`src/hdl/wc_window_consts.svh`:
```
`ifndef WC_WINDOW_CONSTS_SVH
`define WC_WINDOW_CONSTS_SVH

// register addresses on the special-function bus
`define WC_ADDR_NEG_SEL 8'hBA
`define WC_ADDR_CFG 8'hBC
`define WC_ADDR_RES_LO 8'hBD
`define WC_ADDR_RES_HI 8'hBE
`define WC_ADDR_LOWER_LO 8'hC3
`define WC_ADDR_LOWER_HI 8'hC4
`define WC_ADDR_UPPER_LO 8'hC5
`define WC_ADDR_UPPER_HI 8'hC6
`define WC_ADDR_CTRL 8'hE8

// field positions
`define WC_CTRL_WIN_BIT 3
`define WC_CFG_LJST_BIT 2
`define WC_CFG_SC_LSB 3

// reset values
`define WC_RST_NEG_SEL 5'h1_F
`define WC_RST_SC 5'h1_F
`define WC_RST_LJST 1'b0
`define WC_RST_LIMIT 8'h00

// negative input select code for ground (single-ended)
`define WC_NEG_GND 5'h1_1

// least conversion time, in sar clock periods
`define WC_CONV_SAR_CLOCKS 10

`endif

```
`src/hdl/wc_window_pkg.sv`:
```
`default_nettype none
package wc_window_pkg;

    // one access on the special-function bus
    typedef struct packed {
        logic [7:0] addr;
        logic wr;
        logic [7:0] wdata;
    } wc_sfr_req_t;

    // converter sequencing
    typedef enum logic [0:0] {
        WC_IDLE,
        WC_CONV
    } wc_state_t;

endpackage
`default_nettype wire

```
`src/hdl/wc_window_comparator.sv`:
```
`timescale 1ns/1ns
`default_nettype none
`include "wc_window_consts.svh"

// Summary of operation
// - compare every new result against both limits
// - two 16-bit read/write limits, byte split
// - inside: above lower and below upper
// - outside: below upper or above lower
// - limit order picks the mode, compared signed when differential
// - single-ended compares unsigned
// - differential compares signed two's complement
// - all ones reads as minus one when differential
// - flag readable and driven out as request
// - conversion lasts at least ten sar clocks
// - flag in control bit 3, sticky
// - justify bit picks result layout
// - ground negative input means single-ended
module wc_window_comparator #(
    parameter int CONV_SAR_CLOCKS = `WC_CONV_SAR_CLOCKS
) (
    input wire logic sys_clk,
    input wire logic rstn,
    input wire wc_window_pkg::wc_sfr_req_t sfr_req,
    output logic [7:0] sfr_rdata,
    input wire logic conv_start,
    input wire logic [9:0] conv_code,
    output logic conv_busy,
    output logic conv_done,
    output logic window_irq
);
    import wc_window_pkg::*;

    // refuse a conversion shorter than the converter can serve
    if (CONV_SAR_CLOCKS < `WC_CONV_SAR_CLOCKS || CONV_SAR_CLOCKS > 255) begin : g_bad_conv_len
        $error("CONV_SAR_CLOCKS out of range");
    end

    localparam logic [7:0] SAR_LAST = 8'(CONV_SAR_CLOCKS - 1);

    // software-visible state
    logic [7:0] lower_lo;
    logic [7:0] lower_hi;
    logic [7:0] upper_lo;
    logic [7:0] upper_hi;
    logic [4:0] negative_input_select;
    logic [4:0] sar_div;
    logic left_justify_select;
    logic window_match_flag;
    logic [15:0] result;

    // conversion sequencer
    wc_state_t state;
    wc_state_t next_state;
    logic [4:0] presc;
    logic [7:0] sar_cnt;

    // bus decode
    wire wr_neg = sfr_req.wr && sfr_req.addr == `WC_ADDR_NEG_SEL;
    wire wr_cfg = sfr_req.wr && sfr_req.addr == `WC_ADDR_CFG;
    wire wr_llo = sfr_req.wr && sfr_req.addr == `WC_ADDR_LOWER_LO;
    wire wr_lhi = sfr_req.wr && sfr_req.addr == `WC_ADDR_LOWER_HI;
    wire wr_ulo = sfr_req.wr && sfr_req.addr == `WC_ADDR_UPPER_LO;
    wire wr_uhi = sfr_req.wr && sfr_req.addr == `WC_ADDR_UPPER_HI;
    wire wr_ctrl = sfr_req.wr && sfr_req.addr == `WC_ADDR_CTRL;

    // full limit words
    wire [15:0] lower_word = {lower_hi, lower_lo};
    wire [15:0] upper_word = {upper_hi, upper_lo};

    // mode from the negative input selection
    wire differential = negative_input_select != `WC_NEG_GND;

    // sequencer timing: one sar clock is sar_div+1 system clocks
    wire presc_wrap = presc == sar_div;
    wire conv_end = state == WC_CONV && presc_wrap && sar_cnt == SAR_LAST;

    // result layout; single-ended codes are unsigned so extension is zero
    wire ext_bit = differential & conv_code[9];
    wire [15:0] right_word = {{6{ext_bit}}, conv_code};
    wire [15:0] left_word = {conv_code, 6'b00_0000};
    wire [15:0] next_result = left_justify_select ? left_word : right_word;

    // comparisons; bit 15 flipped turns signed order into unsigned order
    wire [15:0] sgn_flip = {differential, 15'h0000};
    wire [15:0] r_key = next_result ^ sgn_flip;
    wire [15:0] lo_key = lower_word ^ sgn_flip;
    wire [15:0] up_key = upper_word ^ sgn_flip;
    wire above_lower = r_key > lo_key;
    wire below_upper = r_key < up_key;
    wire inside_mode = up_key > lo_key;

    // match condition for the selected mode
    wire in_hit = above_lower && below_upper;
    wire out_hit = above_lower || below_upper;
    wire window_hit = inside_mode ? in_hit : out_hit;

    // flag update: a match in the clearing cycle wins
    wire flag_set = conv_end && window_hit;
    wire flag_wr_val = sfr_req.wdata[`WC_CTRL_WIN_BIT];
    wire next_flag = flag_set ? 1'b1 : (wr_ctrl ? flag_wr_val : window_match_flag);

    // read mux; unmapped addresses and unused bits read zero
    wire [7:0] rd_cfg = {sar_div, left_justify_select, 2'b00};
    wire [7:0] rd_ctrl = {4'h0, window_match_flag, 3'b000};
    wire [7:0] next_rdata =
        sfr_req.addr == `WC_ADDR_NEG_SEL ? {3'b000, negative_input_select} :
        sfr_req.addr == `WC_ADDR_CFG ? rd_cfg :
        sfr_req.addr == `WC_ADDR_RES_LO ? result[7:0] :
        sfr_req.addr == `WC_ADDR_RES_HI ? result[15:8] :
        sfr_req.addr == `WC_ADDR_LOWER_LO ? lower_lo :
        sfr_req.addr == `WC_ADDR_LOWER_HI ? lower_hi :
        sfr_req.addr == `WC_ADDR_UPPER_LO ? upper_lo :
        sfr_req.addr == `WC_ADDR_UPPER_HI ? upper_hi :
        sfr_req.addr == `WC_ADDR_CTRL ? rd_ctrl : 8'h00;

    // next state of the sequencer
    always_comb begin
        next_state = state;
        case (state)
            WC_IDLE: begin
                if (conv_start) begin
                    next_state = WC_CONV;
                end
            end
            WC_CONV: begin
                if (conv_end) begin
                    next_state = WC_IDLE;
                end
            end
            default: begin
                next_state = WC_IDLE;
            end
        endcase
    end

    // limit registers
    always_ff @(posedge sys_clk) begin
        if (!rstn) begin
            lower_lo <= `WC_RST_LIMIT;
            lower_hi <= `WC_RST_LIMIT;
            upper_lo <= `WC_RST_LIMIT;
            upper_hi <= `WC_RST_LIMIT;
        end else begin
            if (wr_llo) lower_lo <= sfr_req.wdata;
            if (wr_lhi) lower_hi <= sfr_req.wdata;
            if (wr_ulo) upper_lo <= sfr_req.wdata;
            if (wr_uhi) upper_hi <= sfr_req.wdata;
        end
    end

    // configuration registers
    always_ff @(posedge sys_clk) begin
        if (!rstn) begin
            negative_input_select <= `WC_RST_NEG_SEL;
            sar_div <= `WC_RST_SC;
            left_justify_select <= `WC_RST_LJST;
        end else begin
            if (wr_neg) negative_input_select <= sfr_req.wdata[4:0];
            if (wr_cfg) sar_div <= sfr_req.wdata[7:`WC_CFG_SC_LSB];
            if (wr_cfg) left_justify_select <= sfr_req.wdata[`WC_CFG_LJST_BIT];
        end
    end

    // sequencer; config writes mid-conversion take effect at once
    always_ff @(posedge sys_clk) begin
        if (!rstn) begin
            state <= WC_IDLE;
            presc <= 5'h00;
            sar_cnt <= 8'h00;
        end else begin
            state <= next_state;
            presc <= (state != WC_CONV || presc_wrap) ? 5'h00 : presc + 5'h01;
            if (state != WC_CONV) begin
                sar_cnt <= 8'h00;
            end else if (presc_wrap) begin
                sar_cnt <= sar_cnt + 8'h01;
            end
        end
    end

    // result capture, flag and outputs
    always_ff @(posedge sys_clk) begin
        if (!rstn) begin
            result <= 16'h0000;
            window_match_flag <= 1'b0;
            sfr_rdata <= 8'h00;
            conv_busy <= 1'b0;
            conv_done <= 1'b0;
            window_irq <= 1'b0;
        end else begin
            if (conv_end) result <= next_result;
            window_match_flag <= next_flag;
            sfr_rdata <= next_rdata;
            conv_busy <= next_state == WC_CONV;
            conv_done <= conv_end;
            window_irq <= next_flag;
        end
    end

    // helper: cycles spent converting, capped
    logic [15:0] conv_cycles;
    always_ff @(posedge sys_clk) begin
        if (!rstn || state != WC_CONV) begin
            conv_cycles <= 16'h0000;
        end else if (conv_cycles != 16'hFFFF) begin
            conv_cycles <= conv_cycles + 16'h0001;
        end
    end
    wire [15:0] min_cycles = 16'(CONV_SAR_CLOCKS) * 16'({11'h000, sar_div} + 16'h0001);

    // helper: independent signed/unsigned compare
    wire signed [16:0] h_r = differential ? 17'($signed(next_result)) : {1'b0, next_result};
    wire signed [16:0] h_lo = differential ? 17'($signed(lower_word)) : {1'b0, lower_word};
    wire signed [16:0] h_up = differential ? 17'($signed(upper_word)) : {1'b0, upper_word};
endmodule

`default_nettype wire

```
`config.mk`:
```
export PLATFORM = sky130hd
export DESIGN_NAME = wc_window_comparator
export DESIGN_NICKNAME = d
export VERILOG_FILES = /design/src/hdl/wc_window_pkg.sv /design/src/hdl/wc_window_comparator.sv
export VERILOG_INCLUDE_DIRS = /design/src /design/src/hdl
export SDC_FILE = /design/constraint.sdc
export NUM_CORES = 1
export LEC_CHECK = 0
export ABC_CLOCK_PERIOD_IN_PS = 5000
export BUFFER_PORTS_ARGS = -buffer_cell sky130_fd_sc_hd__buf_2
export CAP_MARGIN = 10
export CORE_MARGIN = 3
export CORE_UTILIZATION = 60
export CTS_CLUSTER_DIAMETER = 150
export DETAILED_ROUTE_END_ITERATION = 16
export PLACE_DENSITY = 0.79
export SKIP_CTS_REPAIR_TIMING = 1
export SYNTH_ARGS = -nofsm -noshare
export SYNTH_HDL_FRONTEND = slang
export SYNTH_SLANG_ARGS = --single-unit
```
`constraint.sdc`:
```
create_clock -name sys_clk -period 5 [get_ports sys_clk]
set_input_delay 0.75 -clock sys_clk [delete_from_list [all_inputs] [get_ports sys_clk]]
set_output_delay 0.75 -clock sys_clk [all_outputs]
set_load 0.05 [all_outputs]
```
-- Yosys cells after proc, flatten, opt, wreduce, memory -nomap -nowiden
Index checks and enable logic that the tools add are counted.
Widths: inputs -> output; s select.
- register bits: 83
- input port bits: 30
- output and inout port bits: 11
- add/sub/neg operators: 2
- magnitude comparators: 3
- equality and inequality tests: 12
- muxes and demuxes: 16
- bitwise operators: 6
- reductions and logical operators: 17
- operators by type and width (operator ; number):
    $eq 8x8->1 const B ; 9
    $mux 8 ; 7
    $xor 16x16->16 ; 3
    $gt 16x16->1 ; 2
    $lt 16x16->1 ; 1
    $mux 16 ; 1
    $logic_and 1x1->1 ; 11
    $add 8x1->8 const B ; 1
    $eq 8x4->1 const B ; 1
    $add 5x1->5 const B ; 1
    $eq 5x5->1 ; 1
    $mux 1 ; 5
    $mux 5 ; 1
    $ne 5x5->1 const B ; 1
    $mux 4 ; 1
    $reduce_or 2->1 ; 2
    $logic_or 1x1->1 ; 2
    $not 1->1 ; 2
    $pmux 1 s2 ; 1
    $reduce_and 2->1 ; 1
    $reduce_bool 2->1 ; 1
    $and 1x1->1 ; 1

-- Longest topological paths before layout
Gate-level depths: netlist (run 1).
- word-level depth: 10
- depth in mapped cells: 11
- depth with buffers taken out: 11

-- Worst setup path after synthesis (run 1)
Ideal clock, no wire load.
- path kind: flip-flop to flip-flop
- start: register negative_input_select[1]
- end: register window_match_flag
- arrival time: 2.546 ns
- required time: 4.874 ns
- path slack: 2.328 ns
- stages on the path, launching flop included: 11
- path buffers: 0
- clock period less this slack: 2.672 ns
- cells stage by stage: dfxtp_1 nor4b_1 nand2_1 a21oi_1 a21oi_1 ha_1 and2_0 a221o_1 a221oi_1 o21a_1 o31ai_1
- cells in the longest elaborated chain, start to end: 9
- elaborated cells on any way between the ends: 15
- classes of those cells: order compare: 3; eq/ne: 1; mux: 3; bitwise: 4; reduce/logical: 4
- RTL lines (element ; RTL line ; source):
    start, declared ; wc_window_comparator.sv:46 ; logic [4:0] negative_input_select;
    start signal, assigned ; wc_window_comparator.sv:155 ; negative_input_select <= `WC_RST_NEG_SEL;
    start signal, assigned ; wc_window_comparator.sv:159 ; if (wr_neg) negative_input_select <= sfr_req.wdata[4:0];
    $ne 5x5->1 (no line) * ; -- ;
    $and 1x1->1 * ; wc_window_comparator.sv:79 ; wire ext_bit = differential & conv_code[9];
    $mux 16 * ; wc_window_comparator.sv:82 ; wire [15:0] next_result = left_justify_select ? left_word : right_word;
    via next_result[11] ; wc_window_comparator.sv:82 ;
    $xor 16x16->16 * ; wc_window_comparator.sv:86 ; wire [15:0] r_key = next_result ^ sgn_flip;
    $gt 16x16->1 or $lt 16x16->1 (tied branches) ; wc_window_comparator.sv:89, wc_window_comparator.sv:90 ;
    $logic_or 1x1->1 or $logic_and 1x1->1 (tied branches) ; wc_window_comparator.sv:95, wc_window_comparator.sv:94 ;
    $mux 1 * ; wc_window_comparator.sv:96 ; wire window_hit = inside_mode ? in_hit : out_hit;
    $logic_and 1x1->1 * ; wc_window_comparator.sv:99 ; wire flag_set = conv_end && window_hit;
    $mux 1 or $reduce_bool 2->1 (tied branches) ; -- ;
    end signal, assigned ; wc_window_comparator.sv:193 ; window_match_flag <= next_flag;
    end, declared ; wc_window_comparator.sv:49 ; logic window_match_flag;
Mark *: on every way through the listed nets, which the timed path passes. The rest lies on a longest branch.
A chain may end at the register's enable or synchronous reset.

-- Worst setup path in the final report (run 1)
Same ends and word-level chain as after synthesis.

==> qor.txt, run 1 <==
via count: 4,431
Setup CP Type: register to register
first-pass GRT wire length: 21.33 mm
Slew HR: 0.3255
TritonCTS Buffers: 9
Buf+Inv Stages, Crit Path: 0
clock skew: 0.01473 ns
die span in y: 98.81 um
Slew Limit Fails: 0
Synth area leaders: dfxtp_1 (32%), ha_1 (12%), mux2i_1 (11%)
Static Leak: 2.380 nW
cell seen most often among critical-path stages: a21oi_1
met3 wire len: 1.099 mm
initial antenna violation count: 0
ys async rst share: 0
number of nets in the layout: 694
Worst-path clk slew: 0.10 ns
vias per std cell: 6.112
cell area after synthesis: 5167 sq um
Total Neg Setup Slack: 0 ns
Synth top area share: 0.3215
Root Driver: clkbuf_8
Site Rows: 33
Core ar.: 8299 sq um
Setup crit end kind: register
largest net degree at the start of global routing: 70
RSZ-0062 raised after global routing: false
Max Buffers Root-to-Sink: 2
Net Count, Synth: 669
most frequent cells after synthesis: dfxtp_1 (83), mux2i_1 (59), nor2b_1 (58)
maximum vdd drop: 0.1498 mV
share of layout cells above drive strength 1: 0.1097
max cap viols: 0
DR iter-0 viols: 464
CP max stage delay: 0.63 ns
Crit-path slowest cell: nor4b_1
Netlist cell types: 56
worst endpoint required time: 5.26 ns
# fillers: 675
final setup vio count: 0
DRC Markers: 0
Yosys reg bits: 83
CP max FO: 5
Max Fclk: 0.3055 GHz
Synth Warn #: 0
Pwr per Cell Area: 233.5 nW/um^2
Max H-tree Level: 3
family with the most delay on the worst path: compound AO/OA/AOI/OAI gates
DRT Pass-1 Iters: 6
Top FF cell, synth: dfxtp_1
vias in the first global route: 4,013
routed metal-1 wire length: 6.198 mm
Final GP Congestion: 0.9984
Port Buffers: 40
Die ar.: 9762 sq um
EDFF count, synth: 0
Seq/Total Area, Yosys: 0.3215
antenna-violating nets left: 0
Final Critical Period: 3.274 ns
crit path cell chain: nor4b_1 -> nand2_1 -> a21oi_1 -> a21oi_1 -> ha_1 -> and2_0 -> a221o_1 -> a221oi_1 -> o21a_1 -> o31ai_1
Hold WS: 0.4862 ns
Initial Util: 0.6226
# IOs: 41
post-synth top area cell: dfxtp_1
top sig layer: met4
outcome: finished, final reports clean
Ant. Diodes: 0
met2 routed WL: 5.878 mm
syn avg cell area: 8.758 sq um
Sink Count: 83
worst-skew pair later-pin latency: 0.36 ns
DRT Wirelength: 13.50 mm
cell count after synthesis: 590
HPWL after detailed placement: 10.39 mm
Remaining Overflow, GRT: 0
CP arrival: 3.53 ns
Worst-Margin Slew: 1.012 ns
period utilization: 0.6547
area grow syn2layout: 7.845%
Final Hold Vio Count: 0
Hold Path Class: register to register
wire per inst: 18.62 um
count leader, synth: dfxtp_1
TritonCTS clock tree: done
Startpoint Class: register
Global Route Usage Sum: 0.2785
die width: 98.81 um
path summary, 6_finish.rpt:
| path | start | end | slack [ns] | cells after the start |
|---|---|---|---|---|
| worst min register to register | result[15]$_SDFFE_PN0P_ | result[15]$_SDFFE_PN0P_ | 0.49 | 2 |
| worst max register to register | negative_input_select[1]$_SDFFE_PN1P_ | window_match_flag$_SDFFE_PN0P_ | 1.73 | 10 |
| worst max-delay path | negative_input_select[1]$_SDFFE_PN1P_ | window_match_flag$_SDFFE_PN0P_ | 1.73 | 10 |
| worst min-delay path | result[15]$_SDFFE_PN0P_ | result[15]$_SDFFE_PN0P_ | 0.49 | 2 |
where the power goes:
group          internal [mW]  total, mW  switching [mW]
combinational         0.0427      0.113          0.0699
sequential             0.662      0.664         0.00201
clock                  0.241      0.524           0.283
routing by layer:
| layer | vias to the layer above | GRT usage |
|---|---|---|
| li1 | 2128 | - |
| met1 | 2071 | 0.4074 |
| met2 | 205 | 0.4230 |
| met3 | 27 | 0.03609 |
| met4 | 0 | 0.09349 |
| met5 | - | 0 |
layout by cell type (no fill, tap or decap), types with 3 or more instances in the layout:
cell	n
o21a_1	3
a222oi_1	4
dfxtp_1	83
mux2i_1	59
nand3_1	13
xor2_1	13
a31oi_1	3
a21oi_1	23
nor2b_1	58
and2_1	3
o21ai_0	26
o211ai_1	6
and3_1	6
inv_1	43
a221oi_1	3
and4_1	5
buf_2	40
nor2_1	26
a21o_1	13
nand2_1	49
nand3_2	3
nor3_1	3
o31ai_1	4
clkbuf_8	9
o22ai_1	3
a22oi_1	3
xnor2_1	5
and3_2	3
nand2b_1	4
a21boi_0	10
nand4_1	10
ha_1	49
kinds of logic after synthesis:
family,synth area share
mux,0.1186
xor+xnor,0.03051
buf+inv,0.05690
flops,0.3215
compound gates,0.1446
simple gates,0.2092
fa+ha+maj,0.1186
area by class of cell:
cell class,instances,area [sq um],share of cell area
clock buffer,9,123.9,0.02223
clock inverter,7,82.58,0.01482
inverter,43,161.4,0.02896
timing repair buffer,40,200.2,0.03592
sequential,83,1662,0.2982
tap,105,131.4,0.02357
multi-input combinational,438,3212,0.5763
metrics by stage:
step                      utilization  setup WS [ns]  cells  total power [mW]  area [sq um]
after floorplan                     -          2.328    590            0.7503          5167
after global placement         0.6466          1.843    709            0.7883          5366
after detailed placement       0.6466          1.743    709            0.7903          5366
after CTS                      0.6715          1.742    725             1.304          5573
after global routing           0.6715          1.484    725             1.347          5573
final                          0.6715          1.726    725             1.301          5573
state kept, by name (all words and copies together), names as in the netlist, 5 cells and up:
signal / flops
sar_div: 5
lower_lo: 8
result: 16
lower_hi: 8
upper_lo: 8
sar_cnt: 8
upper_hi: 8
presc: 5
sfr_rdata: 8
negative_input_select: 5
worst min-delay path, cell delays in order (launching register included):
cell and delay (ns):
dfxtp_1 0.33, nand2b_1 0.07, a21boi_1 0.05
(Power assumes the default switching activity.)
==> run 2, diff against run 1 <==
ABC_CLOCK_PERIOD_IN_PS = 2800   (was 5000)
CORE_UTILIZATION = 55   (was 60)
PLACE_DENSITY = 0.76   (was 0.79)
clock period = 2.8 ns   (was 5 ns; I/O delays follow)
==> run 2 against run 1 <==
  * Worst setup slack lost 1.6 ns
  * Worst hold slack got worse by 0.19 ns
  * Critical endpoint unchanged
  * Clock-buffer cell count is 2 higher
  * Non-clock buffer count increased by 15
  * Fmax grew 25%
  * Final cell count increased by 2.5%
  * Critical path type unchanged
  * Highest routed layer unchanged
  * Flip-flop and latch count did not move
  * Register-to-register slack got worse by 1.6 ns
  * Clock power up 86%
  * First-iteration DRC count is 2.2% lower
==> qor.txt, run 2 (synthesis results as in run 1) <==
Setup CP Type: register to register (unchanged)
max cap viols: 0 (unchanged)
vias in the first global route: 4,303 (was 4,013)
area grow syn2layout: 10.85% (was 7.845%)
Core ar.: 8934 sq um (was 8299 sq um)
Ant. Diodes: 0 (unchanged)
Die ar.: 10,590 sq um (was 9762 sq um)
Global Route Usage Sum: 0.2751 (was 0.2785)
Initial Util: 0.5784 (was 0.6226)
Static Leak: 2.467 nW (was 2.380 nW)
vias per std cell: 6.001 (was 6.112)
placed instance count: 727 (was 709)
Final Hold Vio Count: 0 (unchanged)
Final GP Congestion: 0.9501 (was 0.9984)
crit path cell chain: nor4b_4 -> buf_4 -> nand2_1 -> a21oi_2 -> buf_4 -> a21oi_1 -> ha_1 -> a21o_1 -> a21o_1 -> a21oi_2 -> a21oi_1 -> o31ai_1 (was nor4b_1 -> nand2_1 -> a21oi_1 -> a21oi_1 -> ha_1 -> and2_0 -> a221o_1 -> a221oi_1 -> o21a_1 -> o31ai_1)
Crit-path slowest cell: dfxtp_1 (was nor4b_1)
# IOs: 41 (unchanged)
outcome: finished, final reports clean (unchanged)
DRT Pass-1 Iters: 5 (was 6)
Startpoint Class: register (unchanged)
share of layout cells above drive strength 1: 0.1339 (was 0.1097)
Site Rows: 34 (was 33)
Hold Path Class: primary input to register (was register to register)
clock skew: 0.01287 ns (was 0.01473 ns)
die width: 102.9 um (was 98.81 um)
TritonCTS Buffers: 9 (unchanged)
launch point of the worst reg-to-reg path: negative_input_select[3]$_SDFFE_PN1P_ (was negative_input_select[1]$_SDFFE_PN1P_)
antenna-violating nets left: 0 (unchanged)
Max Fclk: 0.3809 GHz (was 0.3055 GHz)
non-filler instance count after layout: 743 (was 725)
final setup vio count: 0 (unchanged)
worst endpoint required time: 3.06 ns (was 5.26 ns)
initial antenna violation count: 0 (unchanged)
commonest non-fill, non-tap cell in the layout: dfxtp_1 (unchanged)
CP max stage delay: 0.35 ns (was 0.63 ns)
TritonCTS clock tree: done (unchanged)
CP max FO: 3 (was 5)
largest net degree at the start of global routing: 48 (was 70)
Final Critical Period: 2.626 ns (was 3.274 ns)
Largest Register: result (unchanged)
Max H-tree Level: 3 (unchanged)
Setup crit end kind: register (unchanged)
CP startpoint: negative_input_select[3]$_SDFFE_PN1P_ (was negative_input_select[1]$_SDFFE_PN1P_)
Worst-path clk slew: 0.09 ns (was 0.10 ns)
Max Buffers Root-to-Sink: 2 (unchanged)
DRT Wirelength: 13.90 mm (was 13.50 mm)
period utilization: 0.9377 (was 0.6547)
CP arrival: 2.89 ns (was 3.53 ns)
min-delay src: conv_start (was result[15]$_SDFFE_PN0P_)
wire per inst: 18.71 um (was 18.62 um)
RSZ-0062 raised after global routing: false (unchanged)
Pwr per Cell Area: 413.9 nW/um^2 (was 233.5 nW/um^2)
Remaining Overflow, GRT: 0 (unchanged)
Slew HR: 0.3853 (was 0.3255)
maximum vdd drop: 0.3022 mV (was 0.1498 mV)
Total Neg Setup Slack: 0 ns (unchanged)
number of nets in the layout: 709 (was 694)
Sink Count: 83 (unchanged)
DR iter-0 viols: 454 (was 464)
Root Driver: clkbuf_8 (unchanged)
worst-skew pair later-pin latency: 0.37 ns (was 0.36 ns)
Port Buffers: 40 (unchanged)
Slew Limit Fails: 0 (unchanged)
Worst-Margin Slew: 0.9202 ns (was 1.012 ns)
max FFs per register: 16 (unchanged)
HPWL after detailed placement: 10.86 mm (was 10.39 mm)
DRC Markers: 0 (unchanged)
die span in y: 102.9 um (was 98.81 um)
first-pass GRT wire length: 22.27 mm (was 21.33 mm)
most frequent cells in the layout: dfxtp_1 (83), mux2i_1 (59), nor2b_1 (58) (unchanged)
via count: 4,459 (was 4,431)
run 2: cell types whose count changed in the layout (fill, tap and decap cells not counted), sizes merged:
cell    delta
inv        -3
bufinv     +1
clkbuf     +2
buf       +15
run 2: per-layer routing:
layer	up-vias	wire, um	global-route usage
li1	2152	-	-
met5	-	0	0
met1	2100	6370	0.3782
met3	29	936	0.06225
met4	0	345	0.08665
met2	178	6248	0.4292
run 2: critical path, delay by kind of cell, from the launching register on:
family	cells	cell delay, ns
buffers and inverters	2	0.30
flip-flops	1	0.35
AND/OR/NAND/NOR	2	0.38
adder cells (fa/ha/maj)	1	0.30
AO/OA/AOI/OAI	7	1.20
run 2: area by class of cell:
class                   instances  area (sq um)
inverters                      43         161.4
well taps                     108         135.1
clock inverters                 5         85.08
fillers                       777          3206
repair buffers                 55         312.8
multi-input cells             438          3241
clock buffers                  11         131.4
flip-flops and latches         83          1662
run 2: per-stage QoR:
step / utilization / total power [mW] / hold WS (ns) / cell area [sq um] / setup WS (ns)
2_1_floorplan: - / 1.340 / 0.4396 / 5167 / 0.1283
3_3_place_gp: 0.6137 / 1.413 / 0.4553 / 5483 / 0.1095
3_5_place_dp: 0.6137 / 1.419 / 0.4655 / 5483 / -0.02328
4_1_cts: 0.6380 / 2.378 / 0.2925 / 5699 / -0.06916
5_1_grt: 0.6412 / 2.456 / 0.3510 / 5728 / 0.02526
6_report: 0.6412 / 2.371 / 0.2989 / 5728 / 0.1745
run 2: worst paths after layout:
| kind | endpoint | slack (ns) | depth (start not counted) |
|---|---|---|---|
| worst max-delay path | window_match_flag$_SDFFE_PN0P_ | 0.17 | 12 |
| worst min-delay path | conv_busy$_SDFF_PN0_ | 0.30 | 3 |
| worst max register to register | window_match_flag$_SDFFE_PN0P_ | 0.17 | 12 |
| worst min register to register | result[15]$_SDFFE_PN0P_ | 0.48 | 2 |
run 2: power breakdown:
part	internal (mW)	switching, mW
sequential	1.18	0.00366
clock	0.508	0.464
combinational	0.0847	0.127
total	1.78	0.595
==> run 3, diff against run 2 <==
ABC_CLOCK_PERIOD_IN_PS = 3200   (was 2800)
CORE_UTILIZATION = 60   (was 55)
PLACE_DENSITY = 0.79   (was 0.76)
clock period = 3.2 ns   (was 2.8 ns; I/O delays follow)
==> run 3 against run 2 <==
  * Design area decreased by 1.9%
  * Sequential share of layout area increased by 0.58 points
  * Die area decreased by 7.9%
  * Wire length decreased by 1.7%
  * Worst setup slack improved by 0.042 ns
  * Critical path depth decreased by 1
  * Critical path type unchanged
  * Largest power group unchanged
==> qor.txt, run 3 (synthesis results as in run 1) <==
outcome: finished, final reports clean (unchanged)
period utilization: 0.9323 (was 0.9377)
Static Leak: 2.413 nW (was 2.467 nW)
Site Rows: 33 (was 34)
Ant. Diodes: 0 (unchanged)
clock skew: 0.01416 ns (was 0.01287 ns)
Hold Path End: conv_busy$_SDFF_PN0_ (unchanged)
Setup crit end kind: register (unchanged)
HPWL after detailed placement: 10.44 mm (was 10.86 mm)
Comb pwr share: 0.095 (was 0.089)
TritonCTS Buffers: 9 (unchanged)
Startpoint Class: register (unchanged)
worst endpoint required time: 3.45 ns (was 3.06 ns)
Worst-Margin Slew: 0.9010 ns (was 0.9202 ns)
vias in the first global route: 4,177 (was 4,303)
launch point of the worst reg-to-reg path: negative_input_select[2]$_SDFFE_PN1P_ (was negative_input_select[3]$_SDFFE_PN1P_)
commonest non-fill, non-tap cell in the layout: dfxtp_1 (unchanged)
R2R Setup Slk: 0.22 ns (was 0.17 ns)
antenna-violating nets left: 0 (unchanged)
CP max FO: 5 (was 3)
DRC Markers: 0 (unchanged)
Crit-path slowest cell: a21oi_1 (was dfxtp_1)
min-delay src: conv_start (unchanged)
R2R Path End: window_match_flag$_SDFFE_PN0P_ (unchanged)
die width: 98.81 um (was 102.9 um)
sequential share of power: 0.533 (was 0.500)
Remaining Overflow, GRT: 0 (unchanged)
Clk pwr share: 0.372 (was 0.410)
Slew HR: 0.3981 (was 0.3853)
share of layout cells above drive strength 1: 0.1224 (was 0.1339)
Overall Power: 1.945 mW (was 2.371 mW)
Worst-path clk slew: 0.09 ns (about the same)
Final Critical Period: 2.983 ns (was 2.626 ns)
Hold Path Class: primary input to register (unchanged)
Final Hold Vio Count: 0 (unchanged)
Total Neg Setup Slack: 0 ns (unchanged)
worst-skew pair later-pin latency: 0.37 ns (about the same)
area grow syn2layout: 8.693% (was 10.85%)
CP arrival: 3.23 ns (was 2.89 ns)
Final GP Congestion: 1.012 (was 0.9501)
first-pass GRT wire length: 21.63 mm (was 22.27 mm)
CP startpoint: negative_input_select[2]$_SDFFE_PN1P_ (was negative_input_select[3]$_SDFFE_PN1P_)
Hold WS: 0.3772 ns (was 0.2989 ns)
cell depth of the worst flop-to-flop path: 11 (was 12)
via count: 4,421 (was 4,459)
Pwr per Cell Area: 346.4 nW/um^2 (was 413.9 nW/um^2)
# IOs: 41 (unchanged)
DRT Pass-1 Iters: 6 (was 5)
Hold Path Cell Cnt: 3 (unchanged)
number of nets in the layout: 703 (was 709)
Core ar.: 8299 sq um (was 8934 sq um)
crit path cell chain: nor4b_1 -> buf_4 -> nand2_1 -> a21oi_1 -> a21oi_1 -> ha_1 -> and2_0 -> a221o_1 -> a221oi_1 -> o21a_1 -> o31ai_1 (was nor4b_4 -> buf_4 -> nand2_1 -> a21oi_2 -> buf_4 -> a21oi_1 -> ha_1 -> a21o_1 -> a21o_1 -> a21oi_2 -> a21oi_1 -> o31ai_1)
TritonCTS clock tree: done (unchanged)
die span in y: 98.81 um (was 102.9 um)
wire per inst: 18.61 um (was 18.71 um)
Port Buffers: 40 (unchanged)
fin util: 0.6768 (was 0.6412)
Root Driver: clkbuf_8 (unchanged)
cell seen most often among critical-path stages: a21oi_1
Die ar.: 9762 sq um (was 10,590 sq um)
sw power: 545.4 uW (was 595.1 uW)
DR iter-0 viols: 310 (was 454)
RSZ-0062 raised after global routing: false (unchanged)
Setup CP Type: register to register (unchanged)
Max H-tree Level: 3 (unchanged)
internal power: 1.400 mW (was 1.776 mW)
Sink Count: 83 (unchanged)
DRT Wirelength: 13.66 mm (was 13.90 mm)
Global Route Usage Sum: 0.2812 (was 0.2751)
maximum vdd drop: 0.2615 mV (was 0.3022 mV)
vias per std cell: 6.023 (was 6.001)
CP max stage delay: 0.36 ns (was 0.35 ns)
Max Buffers Root-to-Sink: 2 (unchanged)
Slew Limit Fails: 0 (unchanged)
Sw Share: 0.2803 (was 0.2510)
final setup vio count: 0 (unchanged)
Initial Util: 0.6226 (was 0.5784)
max cap viols: 0 (unchanged)
max FFs per register: 16 (unchanged)
Max Fclk: 0.3352 GHz (was 0.3809 GHz)
initial antenna violation count: 0 (unchanged)
Largest Register: result (unchanged)
largest net degree at the start of global routing: 49 (was 48)
most frequent cells in the layout: dfxtp_1 (83), mux2i_1 (59), nor2b_1 (58) (unchanged)
-- run 3: layer usage --
metal	global-route usage	vias up	routed length, um
li1	-	2142	-
met1	0.3968	2047	6123
met2	0.4298	192	5971
met3	0.04034	40	1126
met4	0.1187	0	438
met5	0	-	0
-- run 3: per-stage QoR --
step	cells	area (sq um)	setup WS (ns)
CTS	734	5617	0.2914
finish	734	5617	0.2166
global placement	718	5434	0.4652
global route	734	5617	0.006090
detailed placement	718	5434	0.3580
floorplan	590	5167	0.5283
-- run 3: worst max-delay path by stage --
stage	cells after the start	endpoint	slack (ns)
2_1_floorplan	10	window_match_flag$_SDFFE_PN0P_	0.53
3_3_place_gp	11	window_match_flag$_SDFFE_PN0P_	0.47
3_5_place_dp	11	window_match_flag$_SDFFE_PN0P_	0.36
4_1_cts	11	window_match_flag$_SDFFE_PN0P_	0.29
5_1_grt	11	window_match_flag$_SDFFE_PN0P_	0.006
6_report	11	window_match_flag$_SDFFE_PN0P_	0.22
-- run 3: final cells by class --
type / instances / area (sq um)
fill: 710 / 2683
inverter: 43 / 161.4
multi-input combinational: 438 / 3212
clock inverter: 7 / 58.81
clock buffer: 9 / 123.9
tap: 105 / 131.4
sequential: 83 / 1662
timing repair buffer: 49 / 267.8
-- run 3: critical path, delay by kind of cell, from the launching register on --
family | cells | cell delay, ns
AOI/OAI and AO/OA | 6 | 1.42
DFF | 1 | 0.35
and+or+nand+nor | 3 | 0.58
buffers and inverters | 1 | 0.18
adders and majority gates | 1 | 0.34
-- run 3: power groups by stage --
stage	Clock [mW]	Combinational (mW)	Sequential [mW]
2_1_floorplan	0	0.107	1.07
3_3_place_gp	0	0.172	1.06
3_5_place_dp	0	0.179	1.06
4_1_cts	0.730	0.180	1.04
5_1_grt	0.774	0.200	1.04
6_report	0.724	0.184	1.04
